===== config.mk =====
export PLATFORM = sky130hd
export DESIGN_NAME = ordt_orient_regs
export DESIGN_NICKNAME = d
export VERILOG_FILES = /design/src/hdl/ordt_pkg.sv /design/src/hdl/ordt_orient_regs.sv /design/src/hdl/ordt_step_timer.sv
export SDC_FILE = /design/constraint.sdc
export NUM_CORES = 1
export LEC_CHECK = 0
export ABC_AREA = 1
export ABC_CLOCK_PERIOD_IN_PS = 5700
export BUFFER_PORTS_ARGS = -buffer_cell sky130_fd_sc_hd__buf_2
export CAP_MARGIN = 25
export CORE_ASPECT_RATIO = 1.2
export CORE_MARGIN = 2
export CORE_UTILIZATION = 53
export DETAILED_ROUTE_END_ITERATION = 8
export PLACE_DENSITY = 0.8
export SLEW_MARGIN = 20
export SYNTH_ARGS = -nofsm -noshare
export SYNTH_HDL_FRONTEND = slang
export SYNTH_SLANG_ARGS = --single-unit

===== constraint.sdc =====
create_clock -name CLK -period 5.7 [get_ports CLK]
set_clock_uncertainty 0.05 [all_clocks]
set_input_delay 0 -clock CLK [delete_from_list [all_inputs] [get_ports CLK]]
set_output_delay 0 -clock CLK [all_outputs]
set_load 0.005 [all_outputs]

===== src/hdl/ordt_pkg.sv =====
// package: register map, field layout, step table and carrier types
package ordt_pkg;

	// register offsets
	localparam logic [7:0] ADDR_STATUS = 8'h10;
	localparam logic [7:0] ADDR_CONFIG = 8'h11;
	localparam logic [7:0] ADDR_COUNT = 8'h12;

	// status field positions
	localparam int STS_CHANGE_BIT = 7;
	localparam int STS_LOCKOUT_BIT = 6;
	localparam int STS_CODE_HI = 2;
	localparam int STS_CODE_LO = 1;
	localparam int STS_FACE_BIT = 0;

	// config field positions
	localparam int CFG_MODE_BIT = 7;
	localparam int CFG_ENABLE_BIT = 6;

	// reset values
	localparam logic RST_DEBOUNCE_MODE = 1'b1;
	localparam logic RST_ENABLE = 1'b0;
	localparam logic [7:0] RST_DEBOUNCE_VALUE = 8'h00;
	localparam logic [7:0] RST_READ_DATA = 8'h00;

	// debounce step lengths in microseconds
	localparam int STEP_US_800 = 1250;
	localparam int STEP_US_400 = 2500;
	localparam int STEP_US_200 = 5000;
	localparam int STEP_US_100 = 10000;
	localparam int STEP_US_50 = 20000;
	localparam int STEP_US_80MS = 80000;
	localparam int STEP_US_160MS = 160000;
	localparam int STEP_US_MAX = STEP_US_160MS;

	// clock rate of the block in MHz (40 ns period)
	localparam int CLK_MHZ = 25;

	// width of the step timer
	localparam int STEP_TIMER_W = 24;

	// output sample rate select
	typedef enum logic [2:0] {
		RATE_800, RATE_400, RATE_200, RATE_100,
		RATE_50, RATE_12P5, RATE_6P25, RATE_1P56
	} ordt_rate_t;

	// oversampling mode select
	typedef enum logic [1:0] {
		OS_NORMAL, OS_LOW_NOISE_LOW_POWER, OS_HIGH_RES, OS_LOW_POWER
	} ordt_os_t;

	// orientation state as reported in the status register
	typedef struct packed {
		logic tilt_lockout;
		logic [1:0] orient_code;
		logic back_front_face;
	} ordt_orient_t;

	localparam ordt_orient_t RST_ORIENT = '0;

endpackage : ordt_pkg


===== src/hdl/ordt_orient_regs.sv =====
// orientation detection: debounce, status, config and count registers
`timescale 1ns/1ns

// Function
// - change flag set on first detection, changes
// - status register read clears change flag
// - status read also clears pending interrupt
// - orientation fields keep tracking while flag set
// - hold orientation while any axis exceeds 1.25g
// - status bit 6 reports tilt lockout
// - bits 2:1 encode orientation code
// - bit 0 reports back or front face
// - all status fields zero after reset
// - config bit 6 enables detection, resets 0
// - mode 0 decrements counter when condition lapses
// - mode 1 clears counter, mode resets to 1
// - debounce count register eight bits, resets zero
// - commit latency is count plus one steps
// - wake or sleep transition resets counter
// - normal mode step follows sample period, capped at 20 ms below 50 Hz
// - step differs per oversampling mode
module ordt_orient_regs #(
	parameter int CYC_PER_US = ordt_pkg::CLK_MHZ
) (
	// clock and reset
	input wire logic CLK,
	input wire logic NRST,
	// register port
	input wire logic [7:0] REG_ADDR,
	input wire logic REG_WR,
	input wire logic [7:0] REG_WDATA,
	input wire logic REG_RD,
	output logic [7:0] REG_RDATA,
	output logic REG_RVALID,
	// sensing path, asynchronous to CLK
	input wire logic SAMPLE_CLK,
	input wire ordt_pkg::ordt_orient_t CANDIDATE,
	input wire logic OVER_1G25,
	input wire logic ACTIVE,
	input wire logic WAKE,
	// rate selection from the device's other settings
	input wire ordt_pkg::ordt_rate_t OUTPUT_SAMPLE_RATE,
	input wire ordt_pkg::ordt_os_t OVERSAMPLING_MODE,
	// orientation event output
	output logic ORIENT_IRQ
);

	typedef enum logic [1:0] {
		ST_OFF, ST_FIRST, ST_TRACK
	} ordt_state_t;

	initial begin
		if (CYC_PER_US < 1) begin
			$error("CYC_PER_US must be at least 1");
		end
	end

	////////////////////////////////////////////////////////////////////////
	// reset release

	logic rst_meta_reg;
	logic rst_n;

	always_ff @(posedge CLK or negedge NRST) begin
		if (!NRST) begin
			rst_meta_reg <= 1'b0;
			rst_n <= 1'b0;
		end else begin
			rst_meta_reg <= 1'b1;
			rst_n <= rst_meta_reg;
		end
	end

	////////////////////////////////////////////////////////////////////////
	// input synchronisers

	localparam int SYNC_W = 8;

	logic [SYNC_W-1:0] sync_meta_reg;
	logic [SYNC_W-1:0] sync_reg;
	logic [SYNC_W-1:0] pins;
	logic sclk_prev_reg;
	logic sample_edge;
	logic over_g;
	logic active_s;
	logic wake_s;
	logic active_prev_reg;
	logic wake_prev_reg;
	ordt_pkg::ordt_orient_t cand_s;

	assign pins = {SAMPLE_CLK, OVER_1G25, ACTIVE, WAKE, CANDIDATE};

	always_ff @(posedge CLK or negedge rst_n) begin
		if (!rst_n) begin
			sync_meta_reg <= '0;
			sync_reg <= '0;
			sclk_prev_reg <= 1'b0;
			active_prev_reg <= 1'b0;
			wake_prev_reg <= 1'b0;
		end else begin
			sync_meta_reg <= pins;
			sync_reg <= sync_meta_reg;
			sclk_prev_reg <= sync_reg[7];
			active_prev_reg <= active_s;
			wake_prev_reg <= wake_s;
		end
	end

	assign sample_edge = sync_reg[7] && !sclk_prev_reg;
	assign over_g = sync_reg[6];
	assign active_s = sync_reg[5];
	assign wake_s = sync_reg[4];
	assign cand_s = ordt_pkg::ordt_orient_t'(sync_reg[3:0]);

	////////////////////////////////////////////////////////////////////////
	// register writes

	logic debounce_mode_reg;
	logic enable_reg;
	logic [7:0] debounce_value_reg;
	logic wr_config;
	logic wr_count;

	assign wr_config = REG_WR && (REG_ADDR == ordt_pkg::ADDR_CONFIG);
	assign wr_count = REG_WR && (REG_ADDR == ordt_pkg::ADDR_COUNT);

	always_ff @(posedge CLK or negedge rst_n) begin
		if (!rst_n) begin
			debounce_mode_reg <= ordt_pkg::RST_DEBOUNCE_MODE;
			enable_reg <= ordt_pkg::RST_ENABLE;
			debounce_value_reg <= ordt_pkg::RST_DEBOUNCE_VALUE;
		end else begin
			if (wr_config) begin
				debounce_mode_reg <= REG_WDATA[ordt_pkg::CFG_MODE_BIT];
				enable_reg <= REG_WDATA[ordt_pkg::CFG_ENABLE_BIT];
			end
			if (wr_count) begin
				debounce_value_reg <= REG_WDATA;
			end
		end
	end

	////////////////////////////////////////////////////////////////////////
	// sample capture and step timing

	ordt_pkg::ordt_orient_t cand_reg;
	logic step_tick;
	logic activated;
	logic power_change;

	always_ff @(posedge CLK or negedge rst_n) begin
		if (!rst_n) begin
			cand_reg <= ordt_pkg::RST_ORIENT;
		end else if (sample_edge) begin
			cand_reg <= cand_s;
		end
	end

	assign activated = active_s && !active_prev_reg;
	assign power_change = wake_s != wake_prev_reg;

	logic clk_w;
	assign clk_w = CLK;

	ordt_step_timer #(
		.CYC_PER_US(CYC_PER_US)
	) u_step_timer (
		.clk(clk_w),
		.rst_n(rst_n),
		.rate(OUTPUT_SAMPLE_RATE),
		.os_mode(OVERSAMPLING_MODE),
		.restart(power_change || !enable_reg),
		.step_tick(step_tick)
	);

	////////////////////////////////////////////////////////////////////////
	// debounce and state commit

	ordt_state_t state_reg;
	ordt_state_t state_next;
	ordt_pkg::ordt_orient_t orient_reg;
	ordt_pkg::ordt_orient_t orient_next;
	logic [7:0] cnt_reg;
	logic [7:0] cnt_next;
	logic commit;
	logic differs;

	assign differs = cand_reg != orient_reg;

	always_comb begin
		state_next = state_reg;
		orient_next = orient_reg;
		cnt_next = cnt_reg;
		commit = 1'b0;
		case (state_reg)
			ST_OFF: begin
				cnt_next = '0;
				if (enable_reg && active_s) begin
					state_next = ST_FIRST;
				end
			end
			ST_FIRST: begin
				if (step_tick && !over_g) begin
					orient_next = cand_reg;
					commit = 1'b1;
					state_next = ST_TRACK;
				end
			end
			ST_TRACK: begin
				if (step_tick && !over_g) begin
					if (differs) begin
						if (cnt_reg >= debounce_value_reg) begin
							orient_next = cand_reg;
							commit = 1'b1;
							cnt_next = '0;
						end else begin
							cnt_next = cnt_reg + 8'h01;
						end
					end else if (debounce_mode_reg) begin
						cnt_next = '0;
					end else if (cnt_reg != 8'h00) begin
						cnt_next = cnt_reg - 8'h01;
					end
				end
			end
			default: begin
				state_next = ST_OFF;
			end
		endcase
		if (power_change) begin
			cnt_next = '0;
		end
		if (!enable_reg || !active_s) begin
			state_next = ST_OFF;
			orient_next = orient_reg;
			commit = 1'b0;
			cnt_next = '0;
		end else if (activated) begin
			state_next = ST_FIRST;
			cnt_next = '0;
		end
	end

	always_ff @(posedge CLK or negedge rst_n) begin
		if (!rst_n) begin
			state_reg <= ST_OFF;
			orient_reg <= ordt_pkg::RST_ORIENT;
			cnt_reg <= '0;
		end else begin
			state_reg <= state_next;
			orient_reg <= orient_next;
			cnt_reg <= cnt_next;
		end
	end

	////////////////////////////////////////////////////////////////////////
	// change flag and event output

	logic flag_reg;
	logic flag_next;
	logic rd_status;

	assign rd_status = REG_RD && (REG_ADDR == ordt_pkg::ADDR_STATUS);
	// a commit in the read cycle keeps the flag set
	assign flag_next = commit || (flag_reg && !rd_status);

	always_ff @(posedge CLK or negedge rst_n) begin
		if (!rst_n) begin
			flag_reg <= 1'b0;
			ORIENT_IRQ <= 1'b0;
		end else begin
			flag_reg <= flag_next;
			ORIENT_IRQ <= flag_next;
		end
	end

	////////////////////////////////////////////////////////////////////////
	// register reads

	logic [7:0] status_word;
	logic [7:0] config_word;
	logic [7:0] rd_word;

	always_comb begin
		status_word = '0;
		status_word[ordt_pkg::STS_CHANGE_BIT] = flag_reg;
		status_word[ordt_pkg::STS_LOCKOUT_BIT] = orient_reg.tilt_lockout;
		status_word[ordt_pkg::STS_CODE_HI:ordt_pkg::STS_CODE_LO] =
			orient_reg.orient_code;
		status_word[ordt_pkg::STS_FACE_BIT] = orient_reg.back_front_face;
		config_word = '0;
		config_word[ordt_pkg::CFG_MODE_BIT] = debounce_mode_reg;
		config_word[ordt_pkg::CFG_ENABLE_BIT] = enable_reg;
	end

	assign rd_word = (REG_ADDR == ordt_pkg::ADDR_STATUS) ? status_word :
		(REG_ADDR == ordt_pkg::ADDR_CONFIG) ? config_word :
		(REG_ADDR == ordt_pkg::ADDR_COUNT) ? debounce_value_reg :
		ordt_pkg::RST_READ_DATA;

	always_ff @(posedge CLK or negedge rst_n) begin
		if (!rst_n) begin
			REG_RDATA <= ordt_pkg::RST_READ_DATA;
			REG_RVALID <= 1'b0;
		end else begin
			REG_RVALID <= REG_RD;
			if (REG_RD) begin
				REG_RDATA <= rd_word;
			end
		end
	end

endmodule : ordt_orient_regs


===== src/hdl/ordt_step_timer.sv =====
// debounce step timer: one pulse per step, length set by rate and mode
`timescale 1ns/1ns
module ordt_step_timer #(
	parameter int CYC_PER_US = ordt_pkg::CLK_MHZ
) (
	// clock and reset
	input wire logic clk,
	input wire logic rst_n,
	// selection
	input wire ordt_pkg::ordt_rate_t rate,
	input wire ordt_pkg::ordt_os_t os_mode,
	input wire logic restart,
	// step pulse
	output logic step_tick
);

	localparam int W = ordt_pkg::STEP_TIMER_W;

	initial begin
		if (CYC_PER_US < 1 ||
			64'(CYC_PER_US) * 64'(ordt_pkg::STEP_US_MAX) >= (64'd1 << W)) begin
			$error("step timer cannot serve CYC_PER_US");
		end
	end

	int step_us;
	logic [W-1:0] step_cycles;
	logic [W-1:0] timer_reg;
	logic [W-1:0] timer_next;
	logic tick_next;

	// step length per rate and oversampling mode
	always_comb begin
		case (rate)
			ordt_pkg::RATE_800: step_us = ordt_pkg::STEP_US_800;
			ordt_pkg::RATE_400: step_us = ordt_pkg::STEP_US_400;
			ordt_pkg::RATE_200: step_us = ordt_pkg::STEP_US_200;
			ordt_pkg::RATE_100: step_us = ordt_pkg::STEP_US_100;
			ordt_pkg::RATE_50: step_us = ordt_pkg::STEP_US_50;
			ordt_pkg::RATE_12P5: step_us = ordt_pkg::STEP_US_80MS;
			default: step_us = ordt_pkg::STEP_US_160MS;
		endcase
		case (os_mode)
			ordt_pkg::OS_NORMAL: begin
				if (step_us > ordt_pkg::STEP_US_50) begin
					step_us = ordt_pkg::STEP_US_50;
				end
			end
			ordt_pkg::OS_HIGH_RES: begin
				if (step_us > ordt_pkg::STEP_US_400) begin
					step_us = ordt_pkg::STEP_US_400;
				end
			end
			ordt_pkg::OS_LOW_NOISE_LOW_POWER: begin
				if (step_us > ordt_pkg::STEP_US_80MS) begin
					step_us = ordt_pkg::STEP_US_80MS;
				end
			end
			default: step_us = step_us;
		endcase
		step_cycles = W'(step_us * CYC_PER_US);
	end

	assign tick_next = !restart && (timer_reg >= step_cycles - W'(1));
	assign timer_next = (restart || tick_next) ? '0 : timer_reg + W'(1);

	always_ff @(posedge clk or negedge rst_n) begin
		if (!rst_n) begin
			timer_reg <= '0;
			step_tick <= 1'b0;
		end else begin
			timer_reg <= timer_next;
			step_tick <= tick_next;
		end
	end

endmodule : ordt_step_timer


# Word level (Yosys, flattened, before mapping)
# Index checks and enable logic that the tools add are counted.
# word_totals
output_inout_bits,10
register_bits,84
inputBits,33
wordCells,120
# op_classes
magnitude_cmp,5
n_mux,34
reduce_logical,29
n_eq_ne,23
n_addsub,4
n_mul,1
n_bitwise,1
# op_table
operator,count
18-bit case mux with 6 select lines,1
32-bit case mux with 3 select lines,1
8-bit 2-to-1 mux,11
18-bit 2-to-1 mux,3
"32-bit by 6-bit multiplier with 24-bit output, second input constant",1
"24-bit by 1-bit adder with 24-bit output, second input constant",1
"8-bit by 5-bit equality test with 1-bit output, second input constant",3
24-bit greater-or-equal comparator,1
24-bit 2-to-1 mux,1
"24-bit by 1-bit subtractor with 24-bit output, second input constant",1
"18-bit by 12-bit > comparator with 1-bit output, second input constant",1
"18-bit by 15-bit > comparator with 1-bit output, second input constant",1
"18-bit by 17-bit > comparator with 1-bit output, second input constant",1
4-bit 2-to-1 mux,4
8-bit case mux with 2 select lines,1
1-bit logical AND,9
"8-bit by 1-bit adder with 8-bit output, second input constant",1
8-bit greater-or-equal comparator,1
2-bit 2-to-1 mux,4
"2-bit inequality test, second input constant",4
"4-bit inequality test, second input constant",2
4-bit case mux with 2 select lines,1
8-bit nonzero test,1
"8-bit by 1-bit subtractor with 8-bit output, second input constant",1
other kinds (22),41

# Longest topological paths before layout
# Gate-level depths: netlist of run 1.
# depth
ltp_word,11
depth_mapped,34
mapped_depth_nobuf,34

# By module
# Synthesis of run 1 repeated with hierarchy kept, for this count alone.
# unflattened
hier_cells,1108
hier_area_um2,8091.5
# modules_own_cells
module,area_each_um2,seq_area_each_um2,instances,cells_per_inst
ordt_step_timer,4792.1,625.6,1,702
ordt_orient_regs,3299.4,1477.7,1,406

# Least setup slack after synthesis of run 1
# No wires, ideal clock.
# synth_path
path_type,input to register
from,input port OUTPUT_SAMPLE_RATE[2]
to,register u_step_timer.timer_reg[10]
setup_time_ns,0.120
slack_ns,0.583
path_buffers,2
path_stages,30
arrival_time_ns,4.947
t_required_ns,5.530
path_cell_list,buf_2 inv_1 nand2_1 nor3_1 inv_1 o21ai_0 inv_1 fa_1 inv_1 ha_1 inv_1 fa_1 inv_1 ha_1 a21oi_1 nor2_1 nor2_1 a21boi_0 nand3_1 nand2_1 nand2_1 ha_1 nand2_1 nor2_1 nand2_1 nor3b_1 nand2_1 nand4_2 buf_2 nor2_1
# synth_via
elab_chain_len,11
word_cells_on_any_way,20
classes_between,1 x add/sub; 1 x mul; 4 x order compare; 5 x eq/ne; 6 x mux; 3 x reduce/logical
# synth_rtl
element,line_no,rtl
from (decl),ordt_orient_regs.sv:42,"input wire ordt_pkg::ordt_rate_t OUTPUT_SAMPLE_RATE,"
"3-bit equality test, or another cell as far along",ordt_step_timer.sv:34,case (rate)
18-bit case mux with 6 select lines (*),ordt_step_timer.sv:34,
"18-bit by 17-bit > comparator with 1-bit output, or another cell as far along",ordt_step_timer.sv:55,if (step_us > ordt_pkg::STEP_US_80MS) begin
"18-bit 2-to-1 mux, on equally long branches","ordt_step_timer.sv:55, ordt_step_timer.sv:45, ordt_step_timer.sv:50",
32-bit case mux with 3 select lines (*),ordt_step_timer.sv:43,case (os_mode)
32-bit by 6-bit multiplier with 24-bit output (*),ordt_step_timer.sv:61,step_cycles = W'(step_us * CYC_PER_US);
24-bit by 1-bit subtractor with 24-bit output (*),ordt_step_timer.sv:64,assign tick_next = !restart && (timer_reg >= step_cycles - W'(1));
24-bit greater-or-equal comparator (*),ordt_step_timer.sv:64,
1-bit logical AND (*),ordt_step_timer.sv:64,
1-bit logical OR (*),ordt_step_timer.sv:65,assign timer_next = (restart || tick_next) ? '0 : timer_reg + W'(1);
24-bit 2-to-1 mux (*),ordt_step_timer.sv:65,
net u_step_timer.timer_next[10],ordt_step_timer.sv:29,logic [W-1:0] timer_next;
to (signal assigned),ordt_step_timer.sv:72,timer_reg <= timer_next;
to (decl),ordt_step_timer.sv:28,logic [W-1:0] timer_reg;
# The timed path passes the listed nets; every way through them passes the cells marked *.
# A chain may end at the register's enable or synchronous reset.

# Worst setup path in the final report of run 1
# layout_path
from,input port OUTPUT_SAMPLE_RATE[1]
to,register u_step_timer.timer_reg[21]
# Same word-level chain as after synthesis.

==> flow_metrics.py, run 1 <==
metrics = {
    "grt": {
        "grt_pass1_vias": 6427,
        "gr-total-overflow": 0,
        "grt_use_total_pct": 22.7,
        "antenna_found_initial": 0,
        "grt_first_pass_wirelength_mm": 27.9,
        "grt_max_degree": 83,
    },
    "run_status": {
        "status": "completed",
    },
    "routing": {
        "via_per_inst": 5.31,
        "wl_met2_mm": 8.38,
        "first_pass_iters": 6,
        "remaining_drc_errors": 0,
        "top_layer_used": "met4",
        "dr.first_iter.drc_count": 330,
        "final_antenna_net_count": 0,
        "wl_met3_um": 515,
        "drt-total-wl_mm": 16.1,
        "wl_per_cell_um": 13.4,
        "m1WireLength_mm": 6.75,
        "num_vias": 6369,
    },
    "timing": {
        "final-setup-viol-count": 0,
        "tns_ps": 0,
        "max_freq_mhz": 193,
        "final-hold-violation-count": 0,
        "finalCriticalPeriod_ps": 5170,
        "postLayoutSetupSlackWorst_ps": 532,
        "rsz0062_at_grt": "false",
        "period_share_pct": 90.7,
        "drv_slew": 0,
    },
    "clock_tree": {
        "clk_latency_ps": 340,
        "cts_root_buf": "clkbuf_16",
        "clock-sinks": 84,
        "clkTransAtPathRegs_ps": 60,
        "clockBufferDepth": 2,
        "cts_tree": "built",
        "post_cts_buffers": 0,
        "cts_buffers": 9,
        "htree_levels": 3,
    },
    "finish": {
        "multi_input_area_um2": 4610,
        "nets": 1169,
        "area_delta_synth_final_pct": 13.6,
        "final_cell_mix": "nand2_1 (200), inv_1 (141), nor2_1 (104), ha_1 (90), dfrtp_1 (82)",
        "register_area_um2": 2110,
        "diodes": 0,
        "drive_gt1_share_pct": 9.82,
        "fillCellCount": 1200,
        "final_common_cell": "nand2_1",
        "largest_register_ffs": 24,
    },
    "worst_setup_path": {
        "endpoint_kind": "flip-flop",
        "crit_type": "in2reg",
        "worstPathRequired_ps": 5910,
        "cp-start-kind": "primary input",
        "cp.arrival_ps": 5380,
        "critPathMaxStageDelay_ps": 520,
        "cpMaxStageDelayCell": "fa_1",
        "critPathMaxFanout": 24,
        "r2r_slack_ps": 3640,
    },
    "logic_synthesis": {
        "synth.distinct_cells": 47,
        "syn_area_um2": 7340,
        "ys_warn_count": 0,
        "ys_seq_area_share_pct": 28.7,
        "synth_area_per_cell_um2": 7.70,
        "synth-main-ff-cell": "dfrtp_1",
        "syn-instance-count": 953,
        "syn_nets": 1099,
        "ys_ff_latch": 84,
        "synthArstFlopShare_pct": 100,
        "synth_edf_count": 0,
    },
    "floorplanning": {
        "coreArea_um2": 13600,
        "num_rows": 47,
        "die_y_um": 133,
        "num_io_pins": 43,
        "chipWidth_um": 111,
        "dieArea_um2": 14800,
        "initial_core_util_pct": 53.8,
    },
    "place": {
        "dpl_worst_slack_ps": 59.8,
        "place_congestion": 0.934,
        "hpwl_mm": 12.4,
        "io_buffer_count": 42,
    },
    "flow_run": {
        "drv_cap": 0,
    },
    "min_path": {
        "hp-class": "in2reg",
    },
    "power": {
        "peakVddDrop_mv": 0.213,
        "p_leak_nw": 4.38,
        "power_density_nw_per_um2": 319,
    },
}
## critical path, delay by kind of cell
family | cells | cell delay (ps)
buffers and inverters | 6 | 510
AND/OR/NAND/NOR | 13 | 2200
adder cells (fa/ha/maj) | 5 | 1870
AO/OA/AOI/OAI | 4 | 770
## report_power, final
part / switching (mW) / internal, mW
Clock: 0.234 / 0.429
Combinational: 0.832 / 0.496
Sequential: 0.0332 / 0.634
Total: 1.10 / 1.56
## synthesized netlist by cell type (6+ instances only)
cell       n  share of area [%]
nor3_1    15                1.0
fa_1      23                6.3
buf_2      8               0.55
nand2_2    8               0.68
ha_1      90                 15
nor2_1   104                5.3
xor2_1    28                3.3
xnor2_1   22                2.6
inv_2      6               0.31
o21ai_0   39                2.7
dfrtp_1   83                 28
nand3_1   54                3.7
nand2_1  200                 10
nand4_1   21                1.8
a21oi_1   47                3.2
inv_1    141                7.2
## cell families after synthesis
kind of cell	after synthesis	share of synthesized area, %
multiplexers	2	0.307
other	1	0.0511
flip-flops	84	28.7
AO/OA/AOI/OAI	114	8.85
XOR/XNOR	50	5.97
adder cells (fa/ha/maj)	113	21.6
AND/OR/NAND/NOR	428	25.9
buffers and inverters	161	8.63
## path summary, 6_finish.rpt
kind | start | endpoint | cells after the start
worst max-delay path | OUTPUT_SAMPLE_RATE[1] | u_step_timer.timer_reg[21] | 28
worst min-delay path | REG_ADDR[2] | REG_RDATA[0] | 6
worst max register to register | u_step_timer.timer_reg[21] | u_step_timer.timer_reg[21] | 6
worst min register to register | rst_n | sync_meta_reg[7] | 0
max in group asynchronous | rst_n | debounce_mode_reg | 1
min in group asynchronous | rst_n | sync_meta_reg[7] | 0
## layer usage
metal | vias to the layer above | global-route usage, %
li1 | 3221 | -
met1 | 2960 | 26.2
met2 | 148 | 42.6
met3 | 40 | 2.20
met4 | 0 | 9.47
met5 | - | 0
## cell type report
| cell class | instances | share of cell area [%] |
|---|---|---|
| clock buffer | 10 | 2.75 |
| clock inverter | 6 | 1.37 |
| inverter | 150 | 6.78 |
| multi-input combinational | 708 | 55.3 |
| sequential | 84 | 25.3 |
| tap | 171 | 2.57 |
| timing repair buffer | 70 | 5.94 |
## what timing repair did
| item | in CTS | in global routing |
|---|---|---|
| gates resized for setup | 0 | 1 |
| hold buffers | 22 | 0 |
| endpoints found under the setup margin | 0 | 24 |
| endpoints found under the hold margin | 29 | 0 |
## through the flow
stage / util (%) / power [mW] / std cells / instance area, µm² / hold WS [ps]
2_1_floorplan: - / 1.69 / 953 / 7340 / -346
3_3_place_gp: 56.7 / 1.94 / 1160 / 7740 / -263
3_5_place_dp: 56.7 / 1.98 / 1160 / 7740 / -262
4_1_cts: 60.8 / 2.67 / 1198 / 8300 / 26.6
5_1_grt: 61.1 / 2.92 / 1199 / 8340 / 86.6
6_report: 61.1 / 2.66 / 1199 / 8340 / 59.2
Power figures use the tool's default switching activity.
==> inputs of run 2 (changes only) <==
- CORE_ASPECT_RATIO: 1.2 -> not set
==> flow_metrics.py, run 2 (synthesized netlist as in run 1, its figures left out) <==
metrics = {
    "run_status": {
        "status": "completed",
    },
    "worst_setup_path": {
        "cp-start-kind": "primary input",
        "cpMaxStageDelayCell": "fa_1",
        "worstPathRequired_ps": 5890,
        "critPathMaxStageDelay_ps": 520,
        "critPathMaxFanout": 24,
        "cpLargestDelayFamily": "simple AND/OR/NAND/NOR gates",
        "r2r_slack_ps": 3650,
        "cpMostUsedCell": "nand2_1",
        "cp.arrival_ps": 5320,
        "crit_buf_inv": 6,
        "endpoint_kind": "flip-flop",
        "crit_type": "in2reg",
    },
    "floorplanning": {
        "chipWidth_um": 122,
        "coreArea_um2": 13400,
        "die_y_um": 122,
        "num_rows": 42,
        "initial_core_util_pct": 54.8,
        "num_io_pins": 43,
        "dieArea_um2": 14800,
    },
    "clock_tree": {
        "clkTransAtPathRegs_ps": 70,
        "cts_tree": "built",
        "clockBufferDepth": 2,
        "post_cts_buffers": 0,
        "cts_buffers": 9,
        "htree_levels": 3,
        "clock-sinks": 84,
        "cts_root_buf": "clkbuf_16",
        "cts_hold_buf": 22,
        "cts_resized": 0,
        "clk_latency_ps": 350,
    },
    "routing": {
        "wl_per_cell_um": 13.3,
        "num_vias": 6443,
        "final_antenna_net_count": 0,
        "first_pass_iters": 8,
        "remaining_drc_errors": 0,
        "dr.first_iter.drc_count": 446,
        "via_per_inst": 5.35,
        "drt-total-wl_mm": 16.1,
    },
    "power": {
        "peakVddDrop_mv": 0.163,
        "p_leak_nw": 4.37,
        "power_density_nw_per_um2": 314,
    },
    "grt": {
        "grt_first_pass_wirelength_mm": 27.6,
        "antenna_found_initial": 0,
        "grt_pass1_vias": 6178,
        "grt_max_degree": 83,
        "gr-total-overflow": 0,
        "grt_use_total_pct": 23.0,
    },
    "timing": {
        "drv_slew": 0,
        "period_share_pct": 90.1,
        "finalCriticalPeriod_ps": 5140,
        "fin_hold_ws_ps": 23.7,
        "final-setup-viol-count": 0,
        "rsz0062_at_grt": "false",
        "postLayoutSetupSlackWorst_ps": 563,
        "max_freq_mhz": 195,
        "tns_ps": 0,
        "final-hold-violation-count": 0,
    },
    "place": {
        "io_buffer_count": 42,
        "hpwl_mm": 12.4,
        "dpl.cell_count": 1166,
        "place_congestion": 0.959,
        "place_area_um2": 7750,
        "dpl_worst_slack_ps": 307,
    },
    "finish": {
        "nets": 1170,
        "area_delta_synth_final_pct": 13.1,
        "largest_register_ffs": 24,
        "diodes": 0,
        "final_cell_mix": "nand2_1 (200), inv_1 (141), nor2_1 (104), ha_1 (90), dfrtp_1 (82)",
        "drive_gt1_share_pct": 10.0,
        "fin_area_um2": 8300,
        "final_common_cell": "nand2_1",
        "stdcell_count": 1205,
    },
    "min_path": {
        "hp-class": "in2reg",
    },
    "flow_run": {
        "drv_cap": 0,
    },
}
==> run 2: final timing paths <==
| check | start | end | cells past startpoint |
|---|---|---|---|
| max in group asynchronous | rst_n | REG_RDATA[5] | 1 |
| min | REG_ADDR[2] | REG_RDATA[0] | 6 |
| min reg2reg | rst_n | sync_meta_reg[3] | 0 |
| max reg2reg | u_step_timer.timer_reg[21] | u_step_timer.timer_reg[21] | 9 |
| max | OVERSAMPLING_MODE[0] | u_step_timer.timer_reg[21] | 30 |
| min in group asynchronous | rst_n | sync_meta_reg[3] | 0 |
==> run 2: power by group <==
part	switching [mW]	internal [mW]	total, mW
registers	0.0348	0.634	0.668
logic	0.848	0.497	1.35
clock network	0.281	0.311	0.592
==> run 2: tightest hold or removal path, delay by kind of cell <==
| kind | cells | cell delay, ps |
|---|---|---|
| buffers and inverters | 1 | 100 |
| AND/OR/NAND/NOR | 5 | 280 |
==> run 2: per-stage QoR <==
step	utilization, %	power (mW)
6_report	61.9	2.61
5_1_grt	61.9	2.84
4_1_cts	61.7	2.60
3_5_place_dp	57.8	1.99
3_3_place_gp	57.8	1.96
2_1_floorplan	-	1.69
==> run 2: metal layers <==
metal	wire [µm]	part of all wire, %	GRT usage, %
met1	7110	44	29.2
met2	7930	49	40.3
met3	697	4.3	3.32
met4	327	2.0	7.90
met5	0	0	0
==> run 2: final cells by class <==
cell class                 instances  area [µm²]
inverter                         150         566
clock inverter                     7        73.8
multi-input combinational        708        4600
tap                              176         220
timing repair buffer              71         503
clock buffer                       9         225
sequential                        84        2110
fill                            1156        5100
